`src/design/dftpb_pkg.sv`:
```
// Constants and register map for the drive fine-tuning parameter bank
// Functional notes
// - Country selection picks which default set an initialization loads.
// - Network writes to the country selection register are refused.
// - Scaled monitor equals output frequency times scale, scale 1..999 tenths.
// - Keypad stop key honoured at 0, ignored at 1.
// - Coast-stop cancel restarts from 0Hz at 0, matched speed at 1.
// - Braking limited to percentage of each 100 s interval; 0 disables.
// - Stop command ramps down at 0, coasts at 1.
// - Fan always on, run plus 5 min delay, or temperature controlled.
// - Braking disabled, run only, or always by control mode code.
// - Activation level 330..380 V low class, 660..760 V high class.
// - With code 1, deceleration ramp holds while bus is over threshold.
// - With code 1, carrier lowers automatically as temperature rises.
// - Carrier auto reduce setting is not reachable from the network.
// - Init type 0 clears trips, 1 loads defaults, 2 does both.
package dftpb_pkg;
   localparam logic [15:0] ADDR_INIT_TYPE = 16'h009a;
   localparam logic [15:0] ADDR_COUNTRY = 16'h009b;
   localparam logic [15:0] ADDR_FREQ_SCALE = 16'h009c;
   localparam logic [15:0] ADDR_STOP_KEY = 16'h009d;
   localparam logic [15:0] ADDR_COAST_RESTART = 16'h009e;
   localparam logic [15:0] ADDR_BRAKE_RATIO = 16'h009f;
   localparam logic [15:0] ADDR_STOP_METHOD = 16'h00a0;
   localparam logic [15:0] ADDR_FAN = 16'h00a1;
   localparam logic [15:0] ADDR_BRAKE_MODE = 16'h00a2;
   localparam logic [15:0] ADDR_BRAKE_LEVEL = 16'h00a3;
   localparam logic [15:0] ADDR_OV_HOLD = 16'h00a4;
   localparam logic [15:0] ADDR_OC_SUPPRESS = 16'h00a5;
   localparam logic [15:0] ADDR_CARRIER = 16'h00a6;
   // Ranges
   localparam logic [15:0] SCALE_MIN = 16'h0001;
   localparam logic [15:0] SCALE_MAX = 16'h03e7;
   localparam logic [15:0] RATIO_MAX = 16'h03e8;
   localparam logic [15:0] LVL_LO_MIN = 16'h014a;
   localparam logic [15:0] LVL_LO_MAX = 16'h017c;
   localparam logic [15:0] LVL_HI_MIN = 16'h0294;
   localparam logic [15:0] LVL_HI_MAX = 16'h02f8;
   // Braking window: 100 s, counted in 0.1 % slices of 100 ms
   localparam int CLK_HZ = 40000000;
   localparam int BRAKE_WIN_S = 100;
   localparam int BRAKE_SLICES = 1000;
   localparam int SLICE_CYCLES = CLK_HZ / 10;
   // Fan off delay: 5 min
   localparam int FAN_DELAY_MIN = 5;
   localparam longint FAN_DELAY_CYCLES = 64'(FAN_DELAY_MIN) * 60 * CLK_HZ;
   // Default sets per country (values after initialization)
   localparam logic [15:0] DEF_SCALE = 16'h000a;
   localparam logic [15:0] DEF_RATIO = 16'h0000;
   localparam logic [15:0] DEF_LVL_LO = 16'h0168;
   localparam logic [15:0] DEF_LVL_HI = 16'h02d0;
   localparam logic [15:0] DEF_FAN_C0 = 16'h0000;
   localparam logic [15:0] DEF_FAN_C1 = 16'h0001;
   localparam logic [15:0] DEF_CODE0 = 16'h0000;
   localparam logic [15:0] DEF_COUNTRY = 16'h0000;
endpackage : dftpb_pkg

```
`src/design/dftpb_bank.sv`:
```
// Fine-tuning parameter bank with the drive controls it steers
`timescale 1ns/1ps
module dftpb_bank #(
   parameter int SLICE_CYC = dftpb_pkg::SLICE_CYCLES,
   parameter longint FAN_DELAY_CYC = dftpb_pkg::FAN_DELAY_CYCLES
) (
   input wire logic clk_i,
   input wire logic rst_n_i,
   // Holding-register access from the network slave
   input wire logic wr_i,
   input wire logic rd_i,
   input wire logic [15:0] addr_i,
   input wire logic [15:0] wdata_i,
   output logic [15:0] rdata_o,
   output logic ack_o,
   output logic err_o,
   // Local operator side
   input wire logic [15:0] country_set_i,
   input wire logic country_wr_i,
   input wire logic carrier_set_i,
   input wire logic carrier_wr_i,
   input wire logic high_class_i,
   input wire logic init_go_i,
   // Drive status
   input wire logic [15:0] out_freq_i,
   input wire logic [15:0] matched_freq_i,
   input wire logic running_i,
   input wire logic decelerating_i,
   input wire logic stop_cmd_i,
   input wire logic keypad_stop_i,
   input wire logic coast_cancel_i,
   input wire logic bus_over_i,
   input wire logic temp_fan_i,
   input wire logic temp_rising_i,
   input wire logic brake_request_i,
   // Drive controls
   output logic [31:0] scaled_freq_monitor_o,
   output logic stop_o,
   output logic coast_stop_o,
   output logic ramp_down_stop_o,
   output logic restart_o,
   output logic [15:0] restart_freq_o,
   output logic brake_o,
   output logic fan_o,
   output logic ramp_hold_on_overvolt_o,
   output logic oc_suppress_o,
   output logic carrier_reduce_o,
   output logic trip_clear_o,
   output logic [15:0] init_country_o
);

   logic [15:0] init_type_select_reg;
   logic [15:0] init_country_select_reg;
   logic [15:0] freq_display_scale_reg;
   logic keypad_stop_key_disable_reg;
   logic coast_restart_mode_reg;
   logic [15:0] brake_usage_ratio_reg;
   logic stop_method_select_reg;
   logic [1:0] fan_policy_reg;
   logic [1:0] brake_control_mode_reg;
   logic [15:0] brake_activation_level_reg;
   logic overvolt_ramp_hold_enable_reg;
   logic overcurrent_trip_suppress_reg;
   logic carrier_auto_reduce_reg;
   logic [31:0] slice_cnt_reg;
   logic [9:0] slice_idx_reg;
   logic [15:0] used_reg;
   logic [63:0] fan_cnt_reg;
   logic do_param_init;
   logic brake_allowed;
   logic wr_ok;

   // Range check of a write; true when the value may be stored
   function automatic logic dftpb_in_range(input logic [15:0] a,
                                           input logic [15:0] d,
                                           input logic hi);
      case (a)
         dftpb_pkg::ADDR_INIT_TYPE: dftpb_in_range = d <= 16'h0002;
         dftpb_pkg::ADDR_FREQ_SCALE:
            dftpb_in_range = d >= dftpb_pkg::SCALE_MIN &&
                             d <= dftpb_pkg::SCALE_MAX;
         dftpb_pkg::ADDR_STOP_KEY,
         dftpb_pkg::ADDR_COAST_RESTART,
         dftpb_pkg::ADDR_STOP_METHOD,
         dftpb_pkg::ADDR_OV_HOLD,
         dftpb_pkg::ADDR_OC_SUPPRESS: dftpb_in_range = d <= 16'h0001;
         dftpb_pkg::ADDR_BRAKE_RATIO:
            dftpb_in_range = d <= dftpb_pkg::RATIO_MAX;
         dftpb_pkg::ADDR_FAN,
         dftpb_pkg::ADDR_BRAKE_MODE: dftpb_in_range = d <= 16'h0002;
         dftpb_pkg::ADDR_BRAKE_LEVEL:
            dftpb_in_range = hi ?
               (d >= dftpb_pkg::LVL_HI_MIN && d <= dftpb_pkg::LVL_HI_MAX) :
               (d >= dftpb_pkg::LVL_LO_MIN && d <= dftpb_pkg::LVL_LO_MAX);
         default: dftpb_in_range = 1'b0;
      endcase
   endfunction : dftpb_in_range

   // Country and carrier entries are refused from the network
   assign wr_ok = wr_i && dftpb_in_range(addr_i, wdata_i, high_class_i);
   assign do_param_init = init_go_i &&
                          (init_type_select_reg == 16'h0001 ||
                           init_type_select_reg == 16'h0002);

   // Bus answer: one cycle after the strobe
   always_ff @(posedge clk_i) begin
      if (!rst_n_i) begin
         ack_o <= 1'b0;
         err_o <= 1'b0;
         rdata_o <= 16'h0000;
      end else begin
         ack_o <= wr_i || rd_i;
         err_o <= (wr_i && !wr_ok) ||
                  (rd_i && (addr_i < dftpb_pkg::ADDR_INIT_TYPE ||
                            addr_i >= dftpb_pkg::ADDR_CARRIER));
         rdata_o <= 16'h0000;
         if (rd_i) begin
            case (addr_i)
               dftpb_pkg::ADDR_INIT_TYPE: rdata_o <= init_type_select_reg;
               dftpb_pkg::ADDR_COUNTRY: rdata_o <= init_country_select_reg;
               dftpb_pkg::ADDR_FREQ_SCALE: rdata_o <= freq_display_scale_reg;
               dftpb_pkg::ADDR_STOP_KEY:
                  rdata_o <= {15'h0000, keypad_stop_key_disable_reg};
               dftpb_pkg::ADDR_COAST_RESTART:
                  rdata_o <= {15'h0000, coast_restart_mode_reg};
               dftpb_pkg::ADDR_BRAKE_RATIO: rdata_o <= brake_usage_ratio_reg;
               dftpb_pkg::ADDR_STOP_METHOD:
                  rdata_o <= {15'h0000, stop_method_select_reg};
               dftpb_pkg::ADDR_FAN: rdata_o <= {14'h0000, fan_policy_reg};
               dftpb_pkg::ADDR_BRAKE_MODE:
                  rdata_o <= {14'h0000, brake_control_mode_reg};
               dftpb_pkg::ADDR_BRAKE_LEVEL:
                  rdata_o <= brake_activation_level_reg;
               dftpb_pkg::ADDR_OV_HOLD:
                  rdata_o <= {15'h0000, overvolt_ramp_hold_enable_reg};
               dftpb_pkg::ADDR_OC_SUPPRESS:
                  rdata_o <= {15'h0000, overcurrent_trip_suppress_reg};
               default: rdata_o <= 16'h0000;
            endcase
         end
      end
   end

   // Locally set entries; only the operator side writes these
   always_ff @(posedge clk_i) begin
      if (!rst_n_i) begin
         init_country_select_reg <= dftpb_pkg::DEF_COUNTRY;
         carrier_auto_reduce_reg <= 1'b0;
      end else begin
         if (country_wr_i)
            init_country_select_reg <= country_set_i;
         if (carrier_wr_i)
            carrier_auto_reduce_reg <= carrier_set_i;
      end
   end

   // Network-writable parameters; initialization reloads the chosen set
   always_ff @(posedge clk_i) begin
      if (!rst_n_i) begin
         init_type_select_reg <= dftpb_pkg::DEF_CODE0;
         freq_display_scale_reg <= dftpb_pkg::DEF_SCALE;
         keypad_stop_key_disable_reg <= 1'b0;
         coast_restart_mode_reg <= 1'b0;
         brake_usage_ratio_reg <= dftpb_pkg::DEF_RATIO;
         stop_method_select_reg <= 1'b0;
         fan_policy_reg <= 2'h0;
         brake_control_mode_reg <= 2'h0;
         brake_activation_level_reg <= dftpb_pkg::DEF_LVL_LO;
         overvolt_ramp_hold_enable_reg <= 1'b0;
         overcurrent_trip_suppress_reg <= 1'b0;
      end else if (do_param_init) begin
         // Country picks the default set; init type itself is kept
         freq_display_scale_reg <= dftpb_pkg::DEF_SCALE;
         keypad_stop_key_disable_reg <= 1'b0;
         coast_restart_mode_reg <= 1'b0;
         brake_usage_ratio_reg <= dftpb_pkg::DEF_RATIO;
         stop_method_select_reg <= 1'b0;
         fan_policy_reg <= (init_country_select_reg == 16'h0000) ?
                           dftpb_pkg::DEF_FAN_C0[1:0] :
                           dftpb_pkg::DEF_FAN_C1[1:0];
         brake_control_mode_reg <= 2'h0;
         brake_activation_level_reg <= high_class_i ?
            dftpb_pkg::DEF_LVL_HI : dftpb_pkg::DEF_LVL_LO;
         overvolt_ramp_hold_enable_reg <= 1'b0;
         overcurrent_trip_suppress_reg <= 1'b0;
      end else if (wr_ok) begin
         case (addr_i)
            dftpb_pkg::ADDR_INIT_TYPE: init_type_select_reg <= wdata_i;
            dftpb_pkg::ADDR_FREQ_SCALE: freq_display_scale_reg <= wdata_i;
            dftpb_pkg::ADDR_STOP_KEY:
               keypad_stop_key_disable_reg <= wdata_i[0];
            dftpb_pkg::ADDR_COAST_RESTART:
               coast_restart_mode_reg <= wdata_i[0];
            dftpb_pkg::ADDR_BRAKE_RATIO: brake_usage_ratio_reg <= wdata_i;
            dftpb_pkg::ADDR_STOP_METHOD:
               stop_method_select_reg <= wdata_i[0];
            dftpb_pkg::ADDR_FAN: fan_policy_reg <= wdata_i[1:0];
            dftpb_pkg::ADDR_BRAKE_MODE:
               brake_control_mode_reg <= wdata_i[1:0];
            dftpb_pkg::ADDR_BRAKE_LEVEL:
               brake_activation_level_reg <= wdata_i;
            dftpb_pkg::ADDR_OV_HOLD:
               overvolt_ramp_hold_enable_reg <= wdata_i[0];
            dftpb_pkg::ADDR_OC_SUPPRESS:
               overcurrent_trip_suppress_reg <= wdata_i[0];
            default: init_type_select_reg <= init_type_select_reg;
         endcase
      end
   end

   // Stop handling: keypad key may be masked, method picks ramp or coast
   always_ff @(posedge clk_i) begin
      if (!rst_n_i) begin
         stop_o <= 1'b0;
         coast_stop_o <= 1'b0;
         ramp_down_stop_o <= 1'b0;
         restart_o <= 1'b0;
         restart_freq_o <= 16'h0000;
         trip_clear_o <= 1'b0;
      end else begin
         stop_o <= stop_cmd_i ||
                   (keypad_stop_i && !keypad_stop_key_disable_reg);
         coast_stop_o <= (stop_cmd_i ||
                          (keypad_stop_i && !keypad_stop_key_disable_reg)) &&
                         stop_method_select_reg;
         ramp_down_stop_o <= (stop_cmd_i ||
                              (keypad_stop_i &&
                               !keypad_stop_key_disable_reg)) &&
                             !stop_method_select_reg;
         restart_o <= coast_cancel_i;
         if (coast_cancel_i)
            restart_freq_o <= coast_restart_mode_reg ?
                              matched_freq_i : 16'h0000;
         trip_clear_o <= init_go_i &&
                         (init_type_select_reg == 16'h0000 ||
                          init_type_select_reg == 16'h0002);
      end
   end

   // Monitor and simple enables
   always_ff @(posedge clk_i) begin
      if (!rst_n_i) begin
         scaled_freq_monitor_o <= 32'h00000000;
         ramp_hold_on_overvolt_o <= 1'b0;
         oc_suppress_o <= 1'b0;
         carrier_reduce_o <= 1'b0;
         init_country_o <= 16'h0000;
      end else begin
         // Result stays in tenths; caller places the decimal point
         scaled_freq_monitor_o <= out_freq_i * freq_display_scale_reg;
         ramp_hold_on_overvolt_o <= overvolt_ramp_hold_enable_reg &&
                                    decelerating_i && bus_over_i;
         oc_suppress_o <= overcurrent_trip_suppress_reg;
         carrier_reduce_o <= carrier_auto_reduce_reg && temp_rising_i;
         init_country_o <= init_country_select_reg;
      end
   end

   // Braking duty: 1000 slices per window, on-time budget from the ratio
   assign brake_allowed = (brake_control_mode_reg == 2'h2) ||
                          (brake_control_mode_reg == 2'h1 && running_i);
   always_ff @(posedge clk_i) begin
      if (!rst_n_i) begin
         slice_cnt_reg <= 32'h00000000;
         slice_idx_reg <= 10'h000;
         used_reg <= 16'h0000;
         brake_o <= 1'b0;
      end else begin
         if (slice_cnt_reg == 32'(SLICE_CYC - 1)) begin
            slice_cnt_reg <= 32'h00000000;
            if (slice_idx_reg == 10'(dftpb_pkg::BRAKE_SLICES - 1)) begin
               slice_idx_reg <= 10'h000;
               used_reg <= 16'h0000; // New 100 s window
            end else begin
               slice_idx_reg <= slice_idx_reg + 10'h001;
               if (brake_o)
                  used_reg <= used_reg + 16'h0001;
            end
         end else begin
            slice_cnt_reg <= slice_cnt_reg + 32'h00000001;
         end
         brake_o <= brake_request_i && brake_allowed &&
                    brake_usage_ratio_reg != 16'h0000 &&
                    used_reg < brake_usage_ratio_reg;
      end
   end

   // Fan policy; mode 1 holds on for the off delay after running
   always_ff @(posedge clk_i) begin
      if (!rst_n_i) begin
         fan_cnt_reg <= 64'h0000000000000000;
         fan_o <= 1'b1;
      end else begin
         if (running_i)
            fan_cnt_reg <= 64'h0000000000000000;
         else if (fan_cnt_reg < 64'(FAN_DELAY_CYC))
            fan_cnt_reg <= fan_cnt_reg + 64'h0000000000000001;
         case (fan_policy_reg)
            2'h0: fan_o <= 1'b1;
            2'h1: fan_o <= running_i ||
                           fan_cnt_reg < 64'(FAN_DELAY_CYC);
            2'h2: fan_o <= temp_fan_i;
            default: fan_o <= 1'b1;
         endcase
      end
   end

endmodule : dftpb_bank

```
`config.mk`:
```
export PLATFORM = sky130hd
export DESIGN_NAME = dftpb_bank
export DESIGN_NICKNAME = d
export VERILOG_FILES = /design/src/design/dftpb_pkg.sv /design/src/design/dftpb_bank.sv
export SDC_FILE = /design/constraint.sdc
export NUM_CORES = 1
export LEC_CHECK = 0
export BUFFER_PORTS_ARGS = -buffer_cell sky130_fd_sc_hd__buf_2
export CORE_UTILIZATION = 25
export DETAILED_ROUTE_END_ITERATION = 8
export PLACE_DENSITY_LB_ADDON = 0.25
export RECOVER_POWER = 100
export SLEW_MARGIN = 5
export SYNTH_ARGS = -nofsm -noshare
export SYNTH_HDL_FRONTEND = slang
export SYNTH_SLANG_ARGS = --single-unit
```
`constraint.sdc`:
```
create_clock -name clk_i -period 17.9 [get_ports clk_i]
set_clock_uncertainty 0.2 [all_clocks]
set_input_delay 0 -clock clk_i [delete_from_list [all_inputs] [get_ports clk_i]]
set_output_delay 0 -clock clk_i [all_outputs]
set_load 0.1 [all_outputs]
```
==> impl_metrics.toml <==
[run_status]
status = "complete, but fails checks"
violations = "capacitance limit, slew limit"

[synthesis]
synth.avg_cell_area_um2 = 9.016
netlist_area_um2 = 20760
synth_seq_cells = 304
async_flop_share_pct = 0
synth_area_leaders = "dfxtp_1 (29%), fa_1 (19%), ha_1 (7.5%)"
yosysSeqAreaShare_pct = 29.31
synth-edff-count = 0
syn_nets = 2720
synth_ff_type = "dfxtp_1"
synth_cell_types = 75
syn_inst = 2303
yosysTopAreaCellShare_pct = 29.31
yosys.area.top_type = "dfxtp_1"
yosys_warnings = 0

[sta]
hold_viol = 0
setup_tns_ns = 0
setup_viol = 0
relSlewSlack_pct = -68.20
final_max_slew_viol_count = 174
period_share_pct = 37.97
worst_pin_slew_ns = 2.523
hold_ws_ns = 0.008072
fin_crit_ns = 6.796
rsz0062_at_grt = "false"
max_freq_mhz = 147.1

[global_routing]
grt_usage_pct = 14.93
grt_first_pass_wirelength_um = 100000
grt-busiest-layer = "met2"
grt_max_degree = 66
antenna_found_initial = 13
gr-usage-met3_pct = 3.151
met2_usage_pct = 25.63
grt_overflow = 0
use_met1_pct = 18.95
grt_pass1_vias = 17550

[floorplanning]
initial_core_util_pct = 25.29
die_height_um = 290.2
die_w_um = 290.2
pin_count = 190
core_area_um2 = 82110
die_area_um2 = 84220
rows = 105

[clock_network]
cts_max_path_buffers = 3
htreeDepth = 2
clock_latency_ns = 0.57
clk_pin_slew_worst_paths_ns = 0.06
cts_buffers = 41
cts_sinks = 304
cts_tree = "built"
root_buffer = "clkbuf_16"

[hold_path]
hold_class = "in2reg"

[place]
io_buffers = 189
dp_hpwl_um = 46960
routabilityCongestion = 0.8579

[final_layout]
fill_cells = 8587
area_delta_synth_final_pct = 21.11
largest_reg_flops = 64
drive_above_1_share_pct = 7.113
nets = 2988

[power_and_ir_drop]
p_seq_share_pct = 40.0
power_frac_clock_pct = 46.8
leakage_nw = 10.77
p_switching_uw = 501.1
cellPowerDensity_nw_per_um2 = 69.30
irDropWorstVdd_uv = 56.61
switching_share_pct = 28.75
p_int_mw = 1.242
power_frac_comb_pct = 13.2

[setup_path]
r2r_end = "scaled_freq_monitor_o[31]$_SDFF_PN0_"
cp.arrival_ns = 7.04
critPathMaxFanout = 18
reg2reg_from = "freq_display_scale_reg[9]$_SDFFE_PP0P_"
reg2regPathDepth = 20
crit_end = "scaled_freq_monitor_o[31]$_SDFF_PN0_"
required_ns = 18.14
endpoint_kind = "flop"
startpoint = "freq_display_scale_reg[9]$_SDFFE_PP0P_"
critPathKind = "reg2reg"
ff2ff_setup_slack_ns = 11.10
cp-start-kind = "flop"

[route]
routedWlPerCell_um = 17.04
drt_iter0_drc = 1035
ant_nets = 0
firstDrtPassIters = 5
finalWirelength_um = 62620
drc = 0
vias_per_cell = 4.605
routed-via-count = 16920

[job]
maxCapViolCount = 4
-- logic make-up (layout without fill, tap and decap cells) --
kind of cell | count (synthesis) | count (layout) | synth area share [%]
xor gates and xnor gates | 89 | 89 | 3.754
buffers and inverters | 382 | 680 | 7.050
DFF | 304 | 304 | 29.31
muxes | 49 | 49 | 2.374
and+or+nand+nor | 903 | 903 | 22.97
AOI/OAI and AO/OA | 257 | 257 | 8.309
adders and majority gates | 319 | 319 | 26.24
other | 0 | 3 | 0
-- layer usage --
metal | part of all wire, % | up-vias
met1 | 44 | 8300
met2 | 48 | 412
li1 | - | 8109
met4 | 1.9 | 16
met3 | 5.6 | 82
met5 | 0.18 | -
-- cells in the final DEF, fill, tap and decap left out, drive strengths merged, types with 35 or more instances in the layout --
| cell | netlist | final |
|---|---|---|
| a21oi | 89 | 89 |
| and2 | 197 | 197 |
| and3 | 53 | 53 |
| buf | 12 | 100 |
| clkbuf | 94 | 154 |
| dfxtp | 304 | 304 |
| dlygate4sd3 | 0 | 131 |
| fa | 194 | 194 |
| ha | 125 | 125 |
| inv | 276 | 281 |
| mux2i | 47 | 47 |
| nand2 | 217 | 217 |
| nand3 | 65 | 65 |
| nor2 | 139 | 139 |
| nor2b | 63 | 63 |
| nor3 | 38 | 38 |
| nor4 | 35 | 35 |
| o21ai | 43 | 43 |
| xnor2 | 42 | 42 |
| xor2 | 47 | 47 |
-- critical path, stage by stage (launching register included) --
cell and delay (ns):
dfxtp_1 0.77, nand2_1 0.17, fa_1 0.57, inv_1 0.05
fa_1 0.49, inv_1 0.05, fa_1 0.48, inv_1 0.06
fa_1 0.50, fa_1 0.54, inv_1 0.05, fa_1 0.53
inv_1 0.04, ha_1 0.35, nand3_1 0.17, nor2_1 0.05
a21oi_1 0.29, nand2_1 0.09, o21ai_0 0.53, o311ai_0 0.31
o311ai_0 0.38
-- layout make-up --
class | instances | area (µm²) | share of cell area (%)
Clock buffer | 54 | 1155 | 4.592
Inverter | 276 | 1036 | 4.119
Multi-Input combinational cell | 1617 | 13150 | 52.30
Antenna cell | 3 | 7.507 | 0.02985
Clock inverter | 19 | 173.9 | 0.6915
Tap cell | 1070 | 1339 | 5.323
Sequential cell | 304 | 6086 | 24.20
Timing Repair Buffer | 331 | 2200 | 8.746
-- synth_stat cells (all sizes together) (9+ instances only) --
cell	number
and3	53
nor3	38
a211oi	9
nor2b	63
clkbuf	94
nand2	217
a22oi	17
o211ai	10
or3	23
nand3	65
a21oi	89
nor2	139
ha	125
o21a	11
nor4	35
buf	12
nand4	29
a222oi	15
dfxtp	304
xor2	47
xnor2	42
inv	276
a21o	14
o21ai	43
fa	194
and2	197
mux2i	47
-- power groups by stage --
stage / Sequential (mW) / Clock (mW) / Combinational, mW
4_1_cts: 0.697 / 0.847 / 0.235
5_1_grt: 0.698 / 0.877 / 0.250
2_1_floorplan: 0.772 / 0 / 0.0923
3_5_place_dp: 0.712 / 0 / 0.216
6_report: 0.697 / 0.816 / 0.230
3_3_place_gp: 0.712 / 0 / 0.214
-- how the worst min path moves through the flow --
stage	start	to	slack [ns]	cells after the start
2_1_floorplan	rd_i	ack_o$_SDFF_PN0_	-0.08	1
3_3_place_gp	temp_fan_i	fan_o$_SDFF_PN1_	0.04	3
3_5_place_dp	temp_fan_i	fan_o$_SDFF_PN1_	0.04	3
4_1_cts	wdata_i[14]	brake_activation_level_reg[7]$_SDFFE_PN0P_	0.003	6
5_1_grt	wdata_i[14]	brake_activation_level_reg[7]$_SDFFE_PN0P_	0.06	6
6_report	wdata_i[14]	brake_activation_level_reg[7]$_SDFFE_PN0P_	0.008	6
-- per-stage QoR --
stage | total power, mW | cells | worst slack, ns | instance area [µm²] | util [%]
floorplan | 0.8648 | 2303 | 11.82 | 20760 | -
global placement | 0.9259 | 3467 | 11.16 | 22720 | 27.67
detailed placement | 0.9277 | 3467 | 11.06 | 22720 | 27.67
CTS | 1.779 | 3671 | 11.04 | 25360 | 30.88
global route | 1.826 | 3672 | 10.56 | 25140 | 30.62
finish | 1.743 | 3674 | 11.10 | 25150 | 30.63
-- timing repair --
item                      CTS  global route
buffers inserted            0             0
resized for setup           0             0
hold buffers              131             0
hold endpoints to repair  169             0
Power figures use the tool's default switching activity.
